[config.mk]
export PLATFORM = sky130hd
export DESIGN_NAME = amc_mode_ctrl
export DESIGN_NICKNAME = d
export VERILOG_FILES = /design/src/hw/amc_pkg.sv /design/src/hw/amc_mode_ctrl.sv
export VERILOG_INCLUDE_DIRS = /design/src /design/src/hw
export SDC_FILE = /design/constraint.sdc
export NUM_CORES = 1
export LEC_CHECK = 0
export BUFFER_PORTS_ARGS = -buffer_cell sky130_fd_sc_hd__buf_2
export CAP_MARGIN = 20
export CORE_ASPECT_RATIO = 0.8
export CORE_MARGIN = 10
export CORE_UTILIZATION = 40
export DETAILED_ROUTE_END_ITERATION = 12
export MAX_ROUTING_LAYER = met4
export PLACE_DENSITY = 0.72
export SYNTH_ARGS = -nofsm -noshare
export SYNTH_HDL_FRONTEND = slang
export SYNTH_SLANG_ARGS = --single-unit
[constraint.sdc]
create_clock -name i_clock -period 3.1 [get_ports i_clock]
set_input_delay 0.62 -clock i_clock [delete_from_list [all_inputs] [get_ports i_clock]]
set_output_delay 0.62 -clock i_clock [all_outputs]
set_load 0.01 [all_outputs]
[src/hw/amc_defines.svh]
// timing counts, field positions, mode codes and reset values for the mode controller
// assumes a 100 MHz system clock; included by bare name
`ifndef AMC_DEFINES_SVH
`define AMC_DEFINES_SVH
`define AMC_MODE_LSB        2
`define AMC_MODE_MSB        5
`define AMC_MODE_CONT       4'h0
`define AMC_MODE_SINGLE     4'h1
`define AMC_MODE_STANDBY    4'h2
`define AMC_MODE_PDOWN      4'h3
`define AMC_MODE_IDLE       4'h4
`define AMC_MODE_RESET      4'h0
`define AMC_CTRL_RESET      16'h0000
`define AMC_DATA_RESET      24'h000000
`define AMC_SETTLE_DEFAULT  32
`define AMC_RATE_DEFAULT    8
`endif

[src/hw/amc_pkg.sv]
// types shared by the mode controller and its bench
// assumes amc_defines.svh is on the include path
package amc_pkg;
   typedef enum logic [1:0] {AMC_ST_OFF, AMC_ST_SETTLE, AMC_ST_RUN, AMC_ST_HOLD} amc_state_t;
   // power and diagnostic controls presented to the analog side
   typedef struct packed {
      logic regs_on;
      logic ref_on;
      logic osc_on;
      logic lsw_on;
      logic bias_on;
      logic mod_on;
      logic mod_reset;
      logic clk_diag_on;
      logic diag_on;
   } amc_power_t;
endpackage

[src/hw/amc_mode_ctrl.sv]
// operating-mode controller of a sigma-delta converter
// assumes host writes arrive as clean same-clock strobes; modulator results arrive as pulses
//
// Functional notes
// - mode 0000 is continuous conversion, default after reset, results stored each time
// - ready output goes low each time a continuous conversion completes
// - continuous read shifts results out; otherwise host requests them by command
// - first result only after full settling; later results at output data rate
// - mode 0001 converts once with full settling, stores, asserts ready, enters standby
// - single result and low ready stay until read or next conversion; ready also returns high on any control write
// - mode 0010 standby: only regulators forced on; four circuits stay enableable
// - register contents are kept in standby
// - enabled diagnostics stay active when idle; enables writable in standby
// - clock-based diagnostics do not work if enabled during standby
// - mode 0011 powers everything down, regulators included
// - enable and data registers lost in power-down, control register kept; host must reprogram them
// - mode field is bits 5 to 2 of the control register
// - mode 0100 holds filter and modulator in reset, clocks running
// - completing a data read returns ready high
`timescale 1ns/1ps
`include "amc_defines.svh"
module amc_mode_ctrl
   import amc_pkg::*;
#(
   parameter int SETTLE_CYCLES = `AMC_SETTLE_DEFAULT,
   parameter int RATE_CYCLES   = `AMC_RATE_DEFAULT
)(
   input  wire logic        i_clock,
   input  wire logic        i_rst,
   input  wire logic        i_ctrl_we,
   input  wire logic [15:0] i_ctrl_wdata,
   input  wire logic        i_diag_we,
   input  wire logic        i_diag_en,
   input  wire logic [3:0]  i_circ_en,
   input  wire logic        i_cont_read,
   input  wire logic        i_read_cmd,
   input  wire logic        i_data_read_done,
   input  wire logic        i_sample_valid,
   input  wire logic [23:0] i_sample,
   output logic [15:0]      o_ctrl,
   output logic [23:0]      o_data,
   output logic             o_ready_n,
   output logic             o_shift_out,
   output logic [3:0]       o_mode,
   output amc_power_t       o_power
);

   // ***********************************************************
   // elaboration checks
   // ***********************************************************
   // counts outside the 16-bit counter are refused before anything runs
   if (SETTLE_CYCLES < 1 || RATE_CYCLES < 1 || SETTLE_CYCLES > 65535 || RATE_CYCLES > 65535)
   begin
      $error("settle and rate counts must lie in 1..65535");
   end

   localparam logic [15:0] SETTLE_M1 = 16'(SETTLE_CYCLES - 1);
   localparam logic [15:0] RATE_M1   = 16'(RATE_CYCLES - 1);

   // ***********************************************************
   // control register and mode field
   // ***********************************************************
   logic [15:0] ctrl;
   logic [3:0]  mode;
   logic        mode_wr;
   logic        diag_en;
   logic [3:0]  circ_en;
   logic        diag_clk_ok;
   amc_state_t  state;
   logic [15:0] cnt;
   logic        conv_done;

   assign mode      = ctrl[`AMC_MODE_MSB:`AMC_MODE_LSB];
   assign mode_wr   = i_ctrl_we;
   // a mode write in the same cycle abandons the result that would have landed
   assign conv_done = (state == AMC_ST_RUN) && i_sample_valid && (cnt == 16'h0000)
                      && !mode_wr;

   // control register; kept through power-down, changed by host writes and by single mode falling to standby
   always_ff @(posedge i_clock)
   begin
      if (i_rst)
         ctrl <= `AMC_CTRL_RESET;
      else if (i_ctrl_we)
         ctrl <= i_ctrl_wdata;
      else if (state == AMC_ST_HOLD && mode == `AMC_MODE_SINGLE)
         ctrl <= {ctrl[15:`AMC_MODE_MSB+1], `AMC_MODE_STANDBY, ctrl[`AMC_MODE_LSB-1:0]};
   end

   // diagnostic and circuit enables stay writable in every mode but power-down
   always_ff @(posedge i_clock)
   begin
      if (i_rst)
      begin
         diag_en     <= 1'b0;
         circ_en     <= 4'h0;
         diag_clk_ok <= 1'b0;
      end
      else if (mode == `AMC_MODE_PDOWN && !i_ctrl_we)
      begin
         diag_en     <= 1'b0;
         circ_en     <= 4'h0;
         diag_clk_ok <= 1'b0;
      end
      else if (i_diag_we)
      begin
         diag_en     <= i_diag_en;
         circ_en     <= i_circ_en;
         // clock-based checks only take hold when enabled in continuous or idle mode
         diag_clk_ok <= i_diag_en && (mode == `AMC_MODE_CONT || mode == `AMC_MODE_IDLE);
      end
   end

   // ***********************************************************
   // conversion sequencer
   // ***********************************************************
   // a mode write restarts settling for continuous or single and stops the sequencer otherwise, so no stale filter state leaks out
   always_ff @(posedge i_clock)
   begin
      if (i_rst)
      begin
         state <= AMC_ST_SETTLE;
         cnt   <= SETTLE_M1;
      end
      else if (mode_wr)
      begin
         unique case (i_ctrl_wdata[`AMC_MODE_MSB:`AMC_MODE_LSB])
            `AMC_MODE_CONT, `AMC_MODE_SINGLE:
            begin
               state <= AMC_ST_SETTLE;
               cnt   <= SETTLE_M1;
            end
            default:
            begin
               state <= AMC_ST_OFF;
               cnt   <= 16'h0000;
            end
         endcase
      end
      else
      begin
         unique case (state)
            AMC_ST_OFF:
            begin
               state <= AMC_ST_OFF;
            end
            AMC_ST_SETTLE:
            begin
               if (cnt != 16'h0000)
                  cnt <= cnt - 16'h0001;
               else
               begin
                  state <= AMC_ST_RUN;
               end
            end
            AMC_ST_RUN:
            begin
               if (cnt != 16'h0000)
                  cnt <= cnt - 16'h0001;
               else if (i_sample_valid)
               begin
                  if (mode == `AMC_MODE_SINGLE)
                     state <= AMC_ST_HOLD;
                  else
                     cnt <= RATE_M1;
               end
            end
            AMC_ST_HOLD:
            begin
               state <= AMC_ST_OFF;
            end
         endcase
      end
   end

   // ***********************************************************
   // data register and ready indication
   // ***********************************************************
   // result kept until overwritten; only power-down loses it
   always_ff @(posedge i_clock)
   begin
      if (i_rst)
         o_data <= `AMC_DATA_RESET;
      else if (conv_done)
         o_data <= i_sample;
      else if (mode == `AMC_MODE_PDOWN)
         o_data <= `AMC_DATA_RESET;
   end

   // completion wins over a read finishing in the same cycle
   always_ff @(posedge i_clock)
   begin
      if (i_rst)
         o_ready_n <= 1'b1;
      else if (conv_done)
         o_ready_n <= 1'b0;
      else if (i_data_read_done || mode_wr)
         o_ready_n <= 1'b1;
   end

   // shift request: automatic with continuous read, else on host command
   always_ff @(posedge i_clock)
   begin
      if (i_rst)
         o_shift_out <= 1'b0;
      else
         o_shift_out <= (conv_done && i_cont_read) || (i_read_cmd && !i_cont_read);
   end

   // ***********************************************************
   // power controls
   // ***********************************************************
   always_ff @(posedge i_clock)
   begin
      if (i_rst)
      begin
         o_power <= '{regs_on: 1'b1, osc_on: 1'b1, mod_on: 1'b1, default: 1'b0};
         o_ctrl  <= `AMC_CTRL_RESET;
         o_mode  <= `AMC_MODE_RESET;
      end
      else
      begin
         o_ctrl              <= ctrl;
         o_mode              <= mode;
         o_power.regs_on     <= (mode != `AMC_MODE_PDOWN);
         o_power.ref_on      <= (mode != `AMC_MODE_PDOWN) && circ_en[0];
         o_power.osc_on      <= (mode != `AMC_MODE_PDOWN) && (circ_en[1] || mode != `AMC_MODE_STANDBY);
         o_power.lsw_on      <= (mode != `AMC_MODE_PDOWN) && circ_en[2];
         o_power.bias_on     <= (mode != `AMC_MODE_PDOWN) && circ_en[3];
         o_power.mod_on      <= (mode == `AMC_MODE_CONT || mode == `AMC_MODE_SINGLE
                                 || mode == `AMC_MODE_IDLE);
         o_power.mod_reset   <= (mode == `AMC_MODE_IDLE);
         o_power.diag_on     <= diag_en && (mode != `AMC_MODE_PDOWN);
         o_power.clk_diag_on <= diag_clk_ok && (mode == `AMC_MODE_CONT
                                 || mode == `AMC_MODE_IDLE || mode == `AMC_MODE_SINGLE);
      end
   end

   // ***********************************************************
   // assertions
   // ***********************************************************
   // cycles since the last restart; saturates rather than wrapping
   logic [15:0] since_start;
   logic [15:0] since_result;
   always_ff @(posedge i_clock)
   begin
      if (i_rst || mode_wr)
         since_start <= 16'h0000;
      else if (since_start != 16'hFFFF)
         since_start <= since_start + 16'h0001;
   end

   // cycles since the last accepted result or restart
   always_ff @(posedge i_clock)
   begin
      if (i_rst || mode_wr || conv_done)
         since_result <= 16'h0000;
      else if (since_result != 16'hFFFF)
         since_result <= since_result + 16'h0001;
   end

   settle_time_a: assert property (@(posedge i_clock) disable iff (i_rst)
      conv_done && since_result == since_start |-> since_start >= SETTLE_CYCLES)
      else $error("first result before settling ended");
   rate_gap_a: assert property (@(posedge i_clock) disable iff (i_rst)
      conv_done && since_result != since_start |-> since_result >= RATE_M1)
      else $error("results closer than the output rate");
   ready_low_done_a: assert property (@(posedge i_clock) disable iff (i_rst)
      conv_done |=> !o_ready_n) else $error("ready not low after completion");
   ready_read_a: assert property (@(posedge i_clock) disable iff (i_rst)
      i_data_read_done && !conv_done |=> o_ready_n) else $error("ready not released");
   settle_restart_a: assert property (@(posedge i_clock) disable iff (i_rst)
      mode_wr |=> !conv_done) else $error("result right after mode write");
   single_standby_a: assert property (@(posedge i_clock) disable iff (i_rst)
      conv_done && mode == `AMC_MODE_SINGLE ##1 !mode_wr |=> mode == `AMC_MODE_STANDBY)
      else $error("single did not fall to standby");
   pdown_off_a: assert property (@(posedge i_clock) disable iff (i_rst)
      mode == `AMC_MODE_PDOWN |=> !o_power.regs_on && !o_power.bias_on)
      else $error("power-down left circuits on");
   idle_reset_a: assert property (@(posedge i_clock) disable iff (i_rst)
      mode == `AMC_MODE_IDLE |=> o_power.mod_reset && o_power.mod_on)
      else $error("idle not holding modulator reset");
   data_hold_a: assert property (@(posedge i_clock) disable iff (i_rst)
      !conv_done && mode == `AMC_MODE_STANDBY |=> $stable(o_data))
      else $error("data changed in standby");
   stby_clkdiag_a: assert property (@(posedge i_clock) disable iff (i_rst)
      mode == `AMC_MODE_STANDBY |=> !o_power.clk_diag_on)
      else $error("clock diagnostics in standby");
   mode_field_a: assert property (@(posedge i_clock) disable iff (i_rst)
      i_ctrl_we |=> mode == $past(i_ctrl_wdata[`AMC_MODE_MSB:`AMC_MODE_LSB]))
      else $error("mode field misplaced");
endmodule

Yosys cells after proc, flatten, opt, wreduce, memory -nomap -nowiden
Index checks and enable logic that the tools add are counted.
- input bits: 53
- output and inout bits: 55
- register bits after elaboration: 95
- word-level logic and storage cells: 95
- add/sub/neg operators: 1
- mux-type cells: 20
- equal/unequal tests: 16
- reductions and logical operators: 37
- operator list (cell ; number):
    two-way mux 16 bit ; 6
    two-way mux 24 bit ; 2
    one-hot mux 16 bit (2 select lines) ; 1
    zero test 16 bit ; 1
    nonzero test 16 bit ; 1
    subtractor 16 x 1 -> 16 bit (second input constant) ; 1
    logical AND 1 bit ; 14
    != test 3 bit (second input constant) ; 4
    two-way mux 2 bit ; 5
    equality test 4 x 1 -> 1 bit (second input constant) ; 2
    zero test 4 bit ; 2
    != test 4 x 2 -> 1 bit (second input constant) ; 2
    AND reduction 4 bit ; 2
    logical OR 1 bit ; 7
    two-way mux 6 bit ; 1
    one-hot mux 2 bit (3 select lines) ; 1
    nonzero test 2 bit ; 3
    OR reduction 2 bit ; 3
    two-way mux 5 bit ; 1
    equality test 2 bit (second input constant) ; 2
    equality test 4 x 2 -> 1 bit (second input constant) ; 1
    equality test 4 x 3 -> 1 bit (second input constant) ; 1
    != test 4 x 3 -> 1 bit (second input constant) ; 1
    != test 4 bit (second input constant) ; 1
    other kinds (6) ; 9

Longest topological paths before layout
Gate-level depths: netlist of run 1.
- word-level depth: 6
- mapped depth: 10
- depth with buffers taken out: 7

Worst setup path after synthesis of run 1
OpenSTA, ideal clock, no wires.
- kind: reg2reg
- from: reg cnt[0]
- to: reg o_data[10]
- data arrival time: 1.836 ns
- cell stages (with the launch flop): 10
- setup slack: 1.132 ns
- buffers on the path: 2
- period minus slack after synthesis: 1.968 ns
- required time: 2.968 ns
- setup time: 0.132 ns
- cell sequence: dfxtp_1 > inv_1 > ha_1 > or3b_1 > clkbuf_1 > nor3_2 > nand4_1 > clkbuf_1 > nand3_1 > a21oi_1
- word-level cells in the longest chain between the ends: 4
- elaborated cells on any way between the ends: 5
- classes of those cells: mux (1); reduce/logical (4)
- ends and longest elaborated chain (element ; line ; RTL):
    from (decl) ; amc_mode_ctrl.sv:70 ; logic [15:0] cnt;
    from (signal assigned) ; amc_mode_ctrl.sv:150 ; cnt <= cnt - 16'h0001;
    from (signal assigned) ; amc_mode_ctrl.sv:159 ; cnt <= cnt - 16'h0001;
    zero test 16 bit * ; amc_mode_ctrl.sv:76 ; assign conv_done = (state == AMC_ST_RUN) && i_sample_valid && (cnt == 16'h0000)
    logical AND 1 bit * ; amc_mode_ctrl.sv:76 ;
    logical AND 1 bit * ; amc_mode_ctrl.sv:77 ; && !mode_wr;
    two-way mux 24 bit or nonzero test 2 bit (tied branches) ; - ;
    to (signal assigned) ; amc_mode_ctrl.sv:183 ; o_data <= `AMC_DATA_RESET;
    to (signal assigned) ; amc_mode_ctrl.sv:185 ; o_data <= i_sample;
    to (signal assigned) ; amc_mode_ctrl.sv:187 ; o_data <= `AMC_DATA_RESET;
    to (decl) ; amc_mode_ctrl.sv:41 ; output logic [23:0] o_data,
Every way passes the cells marked *; elsewhere a longest branch is shown, timed or not.
A chain may end at the register's enable or synchronous reset.

Worst setup path after layout of run 1
- from: reg cnt[0]
- to: reg cnt[3]
- word-level cells in the longest chain between the ends: 4
- elaborated cells on any way between the ends: 10
- classes of those cells: add/sub (1); eq/ne (3); mux (4); reduce/logical (2)
- ends and longest elaborated chain (element ; line ; RTL):
    subtractor 16 x 1 -> 16 bit or nonzero test 16 bit (tied branches) ; - ;
    two-way mux 16 bit, on equally long branches ; amc_mode_ctrl.sv:158, amc_mode_ctrl.sv:149 ;
    one-hot mux 16 bit (2 select lines) ; amc_mode_ctrl.sv:142 ; unique case (state)
    two-way mux 16 bit ; amc_mode_ctrl.sv:125 ; else if (mode_wr)
Parallel ways exist; a longest one is shown, timed or not. The select of a mux whose other input is x is not followed.

==> impl_metrics.tcl, run 1 <==
set metrics [dict create \
    switching_power_w 0.000610 \
    ios 108 \
    synth_top_area_cell "dfxtp_1" \
    die_y_um 105 \
    synth_edf_count 0 \
    syn_avg_cell_area_um2 9.07 \
    n_fill_cell 837 \
    post-dp-hpwl_um 7480 \
    ys.flop_type "dfxtp_1" \
    grt_pass1_vias 3318 \
    fp.dieW_um 127 \
    post_cts_resized 0 \
    drive_above_1_share_pct 26.8 \
    cts.sinks 91 \
    min_path_type "flip-flop to flip-flop" \
    synthesis.instances 401 \
    powerDensity_mw_per_mm2 577 \
    rows 31 \
    h-tree-depth 3 \
    pre_cts_ws_ns 0.708 \
    post-route-min-period_ns 2.38 \
    setup_viol 0 \
    p_clk_share_pct 44.1 \
    cts-root-buf "clkbuf_16" \
    tritoncts "built" \
    finalClockSkew_ns 0.00785 \
    synth_seq_cells 91 \
    numCtsBuffers 9 \
    p_int_w 0.00201 \
    drt_pass1_iterations 4 \
    yosysMostFrequentCell "dfxtp_1" \
    end_kind "flip-flop" \
    async_flop_share_pct 0 \
    outcome "complete, no violations" \
    grt_usage_pct 15.2 \
    hold_viol 0 \
    worstSetupStartpointType "flip-flop" \
    crit_type "flip-flop to flip-flop" \
    setup_slack_ns 0.717 \
    tightest_slew_ns 0.726 \
    cts_setup_buffers 0 \
    synth_area_mm2 0.00364 \
    crit_fanout 8 \
    clk_pin_slew_worst_paths_ns 0.06 \
    power_w 0.00262 \
    port_buffers 107 \
    yosysSeqAreaShare_pct 50.1 \
    worst_ep_arrival_time_ns 2.65 \
    slew_headroom_pct 51.1 \
    viasPerCell 5.25 \
    start_util_pct 40.6 \
    drtAntennaViolNets 0 \
    drv_cap 0 \
    hold_buffers 0 \
    period_share_pct 76.9 \
    p_leak_nw 1.97 \
    synth_cell_types 57 \
    synth_top_area_share_pct 50.1 \
    clock_latency_ns 0.34 \
    peakVddDrop_uv 442 \
    switching_share_pct 23.3 \
    syn-num-nets 458 \
    synth_area_leaders "dfxtp_1, mux2i_1, a21oi_1" \
    area_growth_pct 24.9 \
    max_freq_ghz 0.420 \
    dieArea_mm2 0.0133 \
    clk_path_buf_depth 2 \
    grt_pass1_wl_um 16300 \
    required_ns 3.37 \
    drc_errors 0 \
    yosys_warnings 0 \
    core_region_area_mm2 0.00896 \
    fin_setup_tns_ns 0 \
    drt-total-wl_um 9990 \
    overflow 0 \
    utilization_pct 50.7 \
    slew_viol_final 0 \
    grt_max_degree 27 \
    antenna_found_initial 1 \
    synth_commonest_cells "dfxtp_1, a21oi_1, nand2_1" \
    gp_congestion 0.905 \
    avgRoutedWirePerCell_um 16.0 \
    power_frac_seq_pct 47.4 \
    drt_iter0_drc 186 \
    final_nets 559 \
    grt_setup_unrepaired "false" \
    power.share.combinational_pct 8.5 \
    vias 3268 \
]
-- worst paths after layout --
kind	start	end	slack, ns	depth (start not counted)
worst min register to register	diag_en	o_power[0]	0.46	1
worst min-delay path	diag_en	o_power[0]	0.46	1
worst max register to register	cnt[0]	cnt[3]	0.72	7
worst max-delay path	cnt[0]	cnt[3]	0.72	7
-- power groups by stage --
stage	sequential [W]	clock, W	combinational [W]
after floorplan	0.00126	0	0.000134
after global placement	0.00126	0	0.000221
after detailed placement	0.00127	0	0.000222
after CTS	0.00124	0.00119	0.000223
after global routing	0.00125	0.00123	0.000251
final	0.00124	0.00116	0.000224
-- placed cells by master (no fill, tap or decap), types with 5 or more instances in the layout --
cell type / n
buf_2: 107
dfxtp_1: 91
nand2_1: 38
a21oi_1: 38
nor2_1: 37
nand3_1: 29
mux2i_1: 20
nor2b_1: 15
inv_1: 10
nor3_1: 10
clkbuf_16: 9
o21ai_0: 7
buf_4: 7
nor4_1: 6
o211ai_1: 5
and2_1: 5
-- worst max-delay path, stage by stage, from the launching register on --
cell      delay, ns
dfxtp_1        0.35
inv_1          0.07
ha_1           0.17
nor3b_1        0.48
o311ai_1       0.26
o21ai_1        0.56
o21ai_0        0.22
a31oi_1        0.19
-- metrics by stage --
| step | instances | hold WS [ns] | area [µm²] |
|---|---|---|---|
| 2_1_floorplan | 401 | 0.429 | 3640 |
| 3_3_place_gp | 606 | 0.432 | 4220 |
| 3_5_place_dp | 606 | 0.448 | 4220 |
| 4_1_cts | 622 | 0.462 | 4540 |
| 5_1_grt | 623 | 0.483 | 4540 |
| 6_report | 623 | 0.462 | 4540 |
-- state kept, by name (all words and copies together) (netlist names) --
name / count
circ_en: 4
cnt: 16
ctrl: 16
diag_clk_ok: 1
diag_en: 1
o_ctrl: 16
o_data: 24
o_power: 9
o_ready_n: 1
o_shift_out: 1
state: 2
-- kinds of logic (layout without fill, tap and decap cells) --
logic type	count (synthesis)	count (layout)	synth area share (%)
mux	20	20	5.50
simple gates	167	167	23.3
compound gates	81	81	13.9
fa+ha+maj	4	4	1.38
other cells	0	1	0
flops	91	91	50.1
buf+inv	35	141	5.16
xor+xnor	3	3	0.723
-- layer usage --
layer  global-route usage [%]  vias to the layer above  wire (µm)
met5                        -                        -          0
met4                     5.52                        0        169
met3                     6.71                       17        915
met2                     22.8                      117       4400
met1                     17.7                     1515       4500
li1                         -                     1619          -
-- layout make-up --
| class | count | area [µm²] | area share (%) |
|---|---|---|---|
| clock buffer | 10 | 229 | 5.04 |
| timing repair buffer | 114 | 588 | 12.9 |
| antenna | 1 | 2.50 | 0.0551 |
| inverter | 11 | 41.3 | 0.909 |
| sequential | 91 | 1820 | 40.1 |
| clock inverter | 6 | 88.8 | 1.96 |
| multi-input combinational | 275 | 1630 | 35.8 |
| tap | 115 | 144 | 3.17 |
Note: power is estimated with default switching activity, not from simulation.
==> run 2, diff against run 1 <==
Clock period 3.1 ns to 2.4 ns, I/O delays scaled along.
==> run 2 against run 1 <==
  * First-iteration DRC count rose by 32%
  * Core utilization rose by 0.68 points
  * Total power rose by 29%
  * Flip-flop and latch count did not move
  * Highest routed layer unchanged
  * Critical endpoint is now o_data[13]
  * Design area rose by 1.3%
==> impl_metrics.tcl, run 2 (synthesis results as in run 1) <==
set metrics [dict create \
    power_w 0.00337 \
    antenna_found_initial 1 \
    grt_usage_pct 14.7 \
    port_buffers 107 \
    tritoncts "built" \
    peakVddDrop_uv 644 \
    drt_iter0_drc 245 \
    fin_setup_tns_ns 0 \
    power.share.combinational_pct 9.2 \
    power_frac_seq_pct 47.5 \
    holdCritStartpoint "i_ctrl_wdata[14]" \
    avgRoutedWirePerCell_um 15.3 \
    worstReg2RegStart "cnt[0]" \
    area_growth_pct 26.6 \
    drv_cap 0 \
    critPathMaxStageDelay_ns 0.45 \
    slew_viol_final 0 \
    tightest_slew_ns 0.690 \
    core_region_area_mm2 0.00896 \
    viasPerCell 5.15 \
    hold_viol 0 \
    routed.top_layer "met4" \
    route.met2.wl_um 4380 \
    drtAntennaViolNets 0 \
    clk_pin_slew_worst_paths_ns 0.06 \
    min_path_type "input port to flip-flop" \
    rows 31 \
    finalClockSkew_ns 0.00723 \
    drt_pass1_iterations 4 \
    reg2reg_slack_ns 0.23 \
    cts-root-buf "clkbuf_16" \
    hold_buffers 0 \
    start_util_pct 40.6 \
    p_int_w 0.00260 \
    drc_errors 0 \
    cts.sinks 91 \
    drive_above_1_share_pct 28.2 \
    final_cell_mix "buf_2, dfxtp_1, nand2_1, a21oi_1, nor2_1" \
    setup_slack_ns 0.235 \
    crit_fanout 26 \
    powerDensity_mw_per_mm2 732 \
    worstHoldEndpoint "ctrl[14]" \
    gp_congestion 0.936 \
    crit_type "flip-flop to flip-flop" \
    crit_chain "inv_1 > ha_1 > or3b_1 > nor3_2 > and4_1 > buf_4 > nand2_1 > a21oi_1" \
    max_freq_ghz 0.462 \
    regMostFlops "o_data" \
    largest_reg_flops 24 \
    switching_share_pct 22.7 \
    h-tree-depth 3 \
    slew_headroom_pct 53.3 \
    grt_pass1_wl_um 15800 \
    post-dp-hpwl_um 7390 \
    period_share_pct 90.2 \
    met1Wirelength_um 4320 \
    critPathSlowestCell "or3b_1" \
    post-route-min-period_ns 2.17 \
    outcome "complete, no violations" \
    end_kind "flip-flop" \
    clock_latency_ns 0.33 \
    setup_viol 0 \
    numCtsBuffers 9 \
    placed_cells 615 \
    instances_no_fill 631 \
    final_nets 568 \
    layout_commonest_cell "buf_2" \
    overflow 0 \
    fp.dieW_um 127 \
    grt_pass1_vias 3167 \
    die_y_um 105 \
    wl_met3_um 844 \
    cts_setup_buffers 0 \
    clk_path_buf_depth 2 \
    grt_setup_unrepaired "false" \
    p_leak_nw 2.02 \
    post_cts_resized 0 \
    p_clk_share_pct 43.4 \
    grt_max_degree 37 \
    vias 3251 \
    worst_ep_arrival_time_ns 2.43 \
    drt-total-wl_um 9680 \
    required_ns 2.66 \
    dieArea_mm2 0.0133 \
    switching_power_w 0.000767 \
    r2r_cells 8 \
    pre_cts_ws_ns 0.213 \
    hold_path_depth 3 \
    ios 108 \
    worstSetupStartpointType "flip-flop" \
    r2r-end "o_data[13]" \
    n_fill_cell 837 \
]
run 2: cell types whose count changed in the layout (fill, tap and decap cells not counted), sizes merged:
cell | before | now
buf | 114 | 123
clkinv | 2 | 4
clkinvlp | 2 | 0
inv | 11 | 10
run 2: layout make-up:
cell class	instances	area (µm²)	share of cell area, %
diodes	1	2.50	0.0543
flip-flops and latches	91	1820	39.6
clock buffers	10	229	4.97
repair buffers	123	656	14.2
inverters	11	41.3	0.897
multi-input cells	275	1630	35.4
clock inverters	5	78.8	1.71
well taps	115	144	3.12
run 2: stage by stage:
| step | util, % | hold slack [ns] | instance area [µm²] |
|---|---|---|---|
| 3_3_place_gp | 47.9 | 0.435 | 4290 |
| 3_5_place_dp | 47.9 | 0.444 | 4290 |
| 5_1_grt | 51.4 | 0.367 | 4600 |
| 2_1_floorplan | - | 0.429 | 3640 |
| 6_report | 51.4 | 0.378 | 4600 |
| 4_1_cts | 51.3 | 0.366 | 4600 |
run 2: per-layer routing:
metal | global-route usage (%) | vias to the layer above
met5 | - | -
met4 | 5.52 | 0
met3 | 6.51 | 12
met2 | 21.1 | 119
met1 | 17.7 | 1484
li1 | - | 1636
run 2: worst max-delay path, delay by kind of cell (launching register included):
kind / cells / cell delay (ns)
buf+inv: 2 / 0.35
fa+ha+maj: 1 / 0.17
flops: 1 / 0.36
simple gates: 4 / 1.05
compound gates: 1 / 0.15
run 2: worst max path at each step:
stage	startpoint	endpoint	cells after the start
2_1_floorplan	cnt[0]	o_data[10]	9
3_3_place_gp	cnt[0]	cnt[11]	7
3_5_place_dp	cnt[1]	cnt[11]	7
4_1_cts	cnt[0]	cnt[11]	7
5_1_grt	cnt[0]	state[1]	7
6_report	cnt[0]	o_data[13]	8
run 2: power groups by stage:
stage	combinational, W	sequential (W)	clock (W)
after floorplan	0.000173	0.00163	0
after detailed placement	0.000307	0.00163	0
after global routing	0.000341	0.00161	0.00156
after global placement	0.000303	0.00163	0
final	0.000309	0.00160	0.00146
after CTS	0.000308	0.00160	0.00150
==> run 3, diff against run 2 <==
Settings changed: CORE_UTILIZATION 40 to 30, PLACE_DENSITY 0.72 to 0.59.
==> run 3 against run 2 <==
  * Routed wire length grew 7.9%
  * Count of clock-buffer cells in the layout grew 1
  * Critical path depth shrank 1
  * Critical path type unchanged
  * Die area grew 27%
==> impl_metrics.tcl, run 3 (synthesis results as in run 1) <==
set metrics [dict create \
    h-tree-depth 3 \
    drv_cap 0 \
    crit_chain "inv_1 > ha_1 > or3b_1 > nor3_1 > nand3_1 > o21ai_2 > nor2_1" \
    clock_latency_ns 0.34 \
    outcome "complete, no violations" \
    drt_pass1_iterations 4 \
    powerDensity_mw_per_mm2 725 \
    final_nets 570 \
    power_w 0.00339 \
    overflow 0 \
    start_util_pct 31.1 \
    largest_reg_flops 24 \
    critPathMaxStageDelay_ns 0.47 \
    cp_top_family "simple AND/OR/NAND/NOR gates" \
    finalClockSkew_ns 0.00521 \
    n_fill_cell 1170 \
    drt_iter0_drc 241 \
    fin_setup_tns_ns 0 \
    layout_commonest_cell "buf_2" \
    hold_viol 0 \
    tightest_slew_ns 0.629 \
    ios 108 \
    port_buffers 107 \
    holdCritStartpoint "i_ctrl_wdata[10]" \
    worstSetupStartpointType "flip-flop" \
    crit_type "flip-flop to flip-flop" \
    crit_fanout 6 \
    cts_setup_buffers 0 \
    drtAntennaViolNets 0 \
    grt_pass1_vias 3259 \
    max_freq_ghz 0.466 \
    post-route-min-period_ns 2.15 \
    hold_path_depth 3 \
    grt_pass1_wl_um 16900 \
    grt_usage_pct 12.6 \
    die_y_um 118 \
    utilization_pct 40.0 \
    required_ns 2.62 \
    drt-total-wl_um 10400 \
    cts.sinks 91 \
    vias 3371 \
    worstHoldEndpoint "ctrl[10]" \
    period_share_pct 89.5 \
    final_cell_mix "buf_2, dfxtp_1, nand2_1, a21oi_1, nor2_1" \
    min_path_type "input port to flip-flop" \
    p_leak_nw 2.02 \
    worst_ep_arrival_time_ns 2.37 \
    grt_setup_unrepaired "false" \
    tritoncts "built" \
    area_growth_pct 28.5 \
    r2r_cells 7 \
    hold_buffers 0 \
    clk_path_buf_depth 2 \
    gp_congestion 0.926 \
    setup_viol 0 \
    numCtsBuffers 9 \
    post_cts_resized 0 \
    viasPerCell 5.06 \
    grt_max_degree 38 \
    avgRoutedWirePerCell_um 15.7 \
    rows 35 \
    drive_above_1_share_pct 28.2 \
    drc_errors 0 \
    dieArea_mm2 0.0170 \
    slew_viol_final 0 \
    clk_pin_slew_worst_paths_ns 0.06 \
    end_kind "flip-flop" \
    reg2reg_slack_ns 0.25 \
    worstReg2RegStart "cnt[0]" \
    r2r-end "cnt[14]" \
    peakVddDrop_uv 344 \
    antenna_found_initial 1 \
    fp.dieW_um 143 \
    post-dp-hpwl_um 8000 \
    regMostFlops "o_data" \
    core_region_area_mm2 0.0117 \
    critPathSlowestCell "or3b_1" \
    critPathBufInv 1 \
    slew_headroom_pct 57.7 \
    cts-root-buf "clkbuf_16" \
]
[run 3: cell types whose count changed in the layout (fill, tap and decap cells not counted)]
cell	change
clkinvlp_4	+1
buf_12	+1
buf_4	+1
clkinv_2	-2
clkbuf_1	+1
[run 3: final cells by class]
| class | instances | area, µm² | area share, % |
|---|---|---|---|
| clock inverters | 4 | 76.3 | 1.63 |
| multi-input cells | 275 | 1630 | 34.9 |
| flip-flops and latches | 91 | 1820 | 39.0 |
| diodes | 1 | 2.50 | 0.0535 |
| inverters | 11 | 41.3 | 0.883 |
| repair buffers | 125 | 683 | 14.6 |
| clock buffers | 11 | 233 | 4.98 |
| well taps | 148 | 185 | 3.96 |
[run 3: power breakdown]
part           internal, W  switching (W)
clock network     0.000909       0.000565
logic             0.000137       0.000177
registers          0.00156      0.0000359
total              0.00261       0.000778
[run 3: tightest hold or removal path, stage by stage]
cell	delay, ns
buf_2	0.07
mux2i_1	0.05
nor2_1	0.07
[run 3: metrics by stage]
| stage | setup slack [ns] | std cells | hold WS [ns] | cell area [µm²] |
|---|---|---|---|---|
| after floorplan | 0.432 | 401 | 0.429 | 3640 |
| after global placement | 0.316 | 650 | 0.437 | 4360 |
| after detailed placement | 0.187 | 650 | 0.444 | 4360 |
| after CTS | 0.169 | 665 | 0.367 | 4670 |
| after global routing | 0.0352 | 666 | 0.372 | 4670 |
| final | 0.252 | 666 | 0.378 | 4670 |
[run 3: how the worst max path moves through the flow]
stage	start	endpoint	slack [ns]	cells past startpoint
global placement	cnt[0]	cnt[11]	0.32	7
detailed placement	cnt[0]	cnt[14]	0.19	7
CTS	cnt[0]	cnt[14]	0.17	7
floorplan	cnt[0]	o_data[10]	0.43	9
finish	cnt[0]	cnt[14]	0.25	7
global route	cnt[0]	cnt[7]	0.04	7
[run 3: metal layers]
layer	GRT usage, %	vias up	share of wire [%]
li1	-	1632	-
met2	19.1	129	46
met1	15.4	1593	45
met3	4.80	17	8.4
met4	3.09	0	0.99
met5	-	-	0
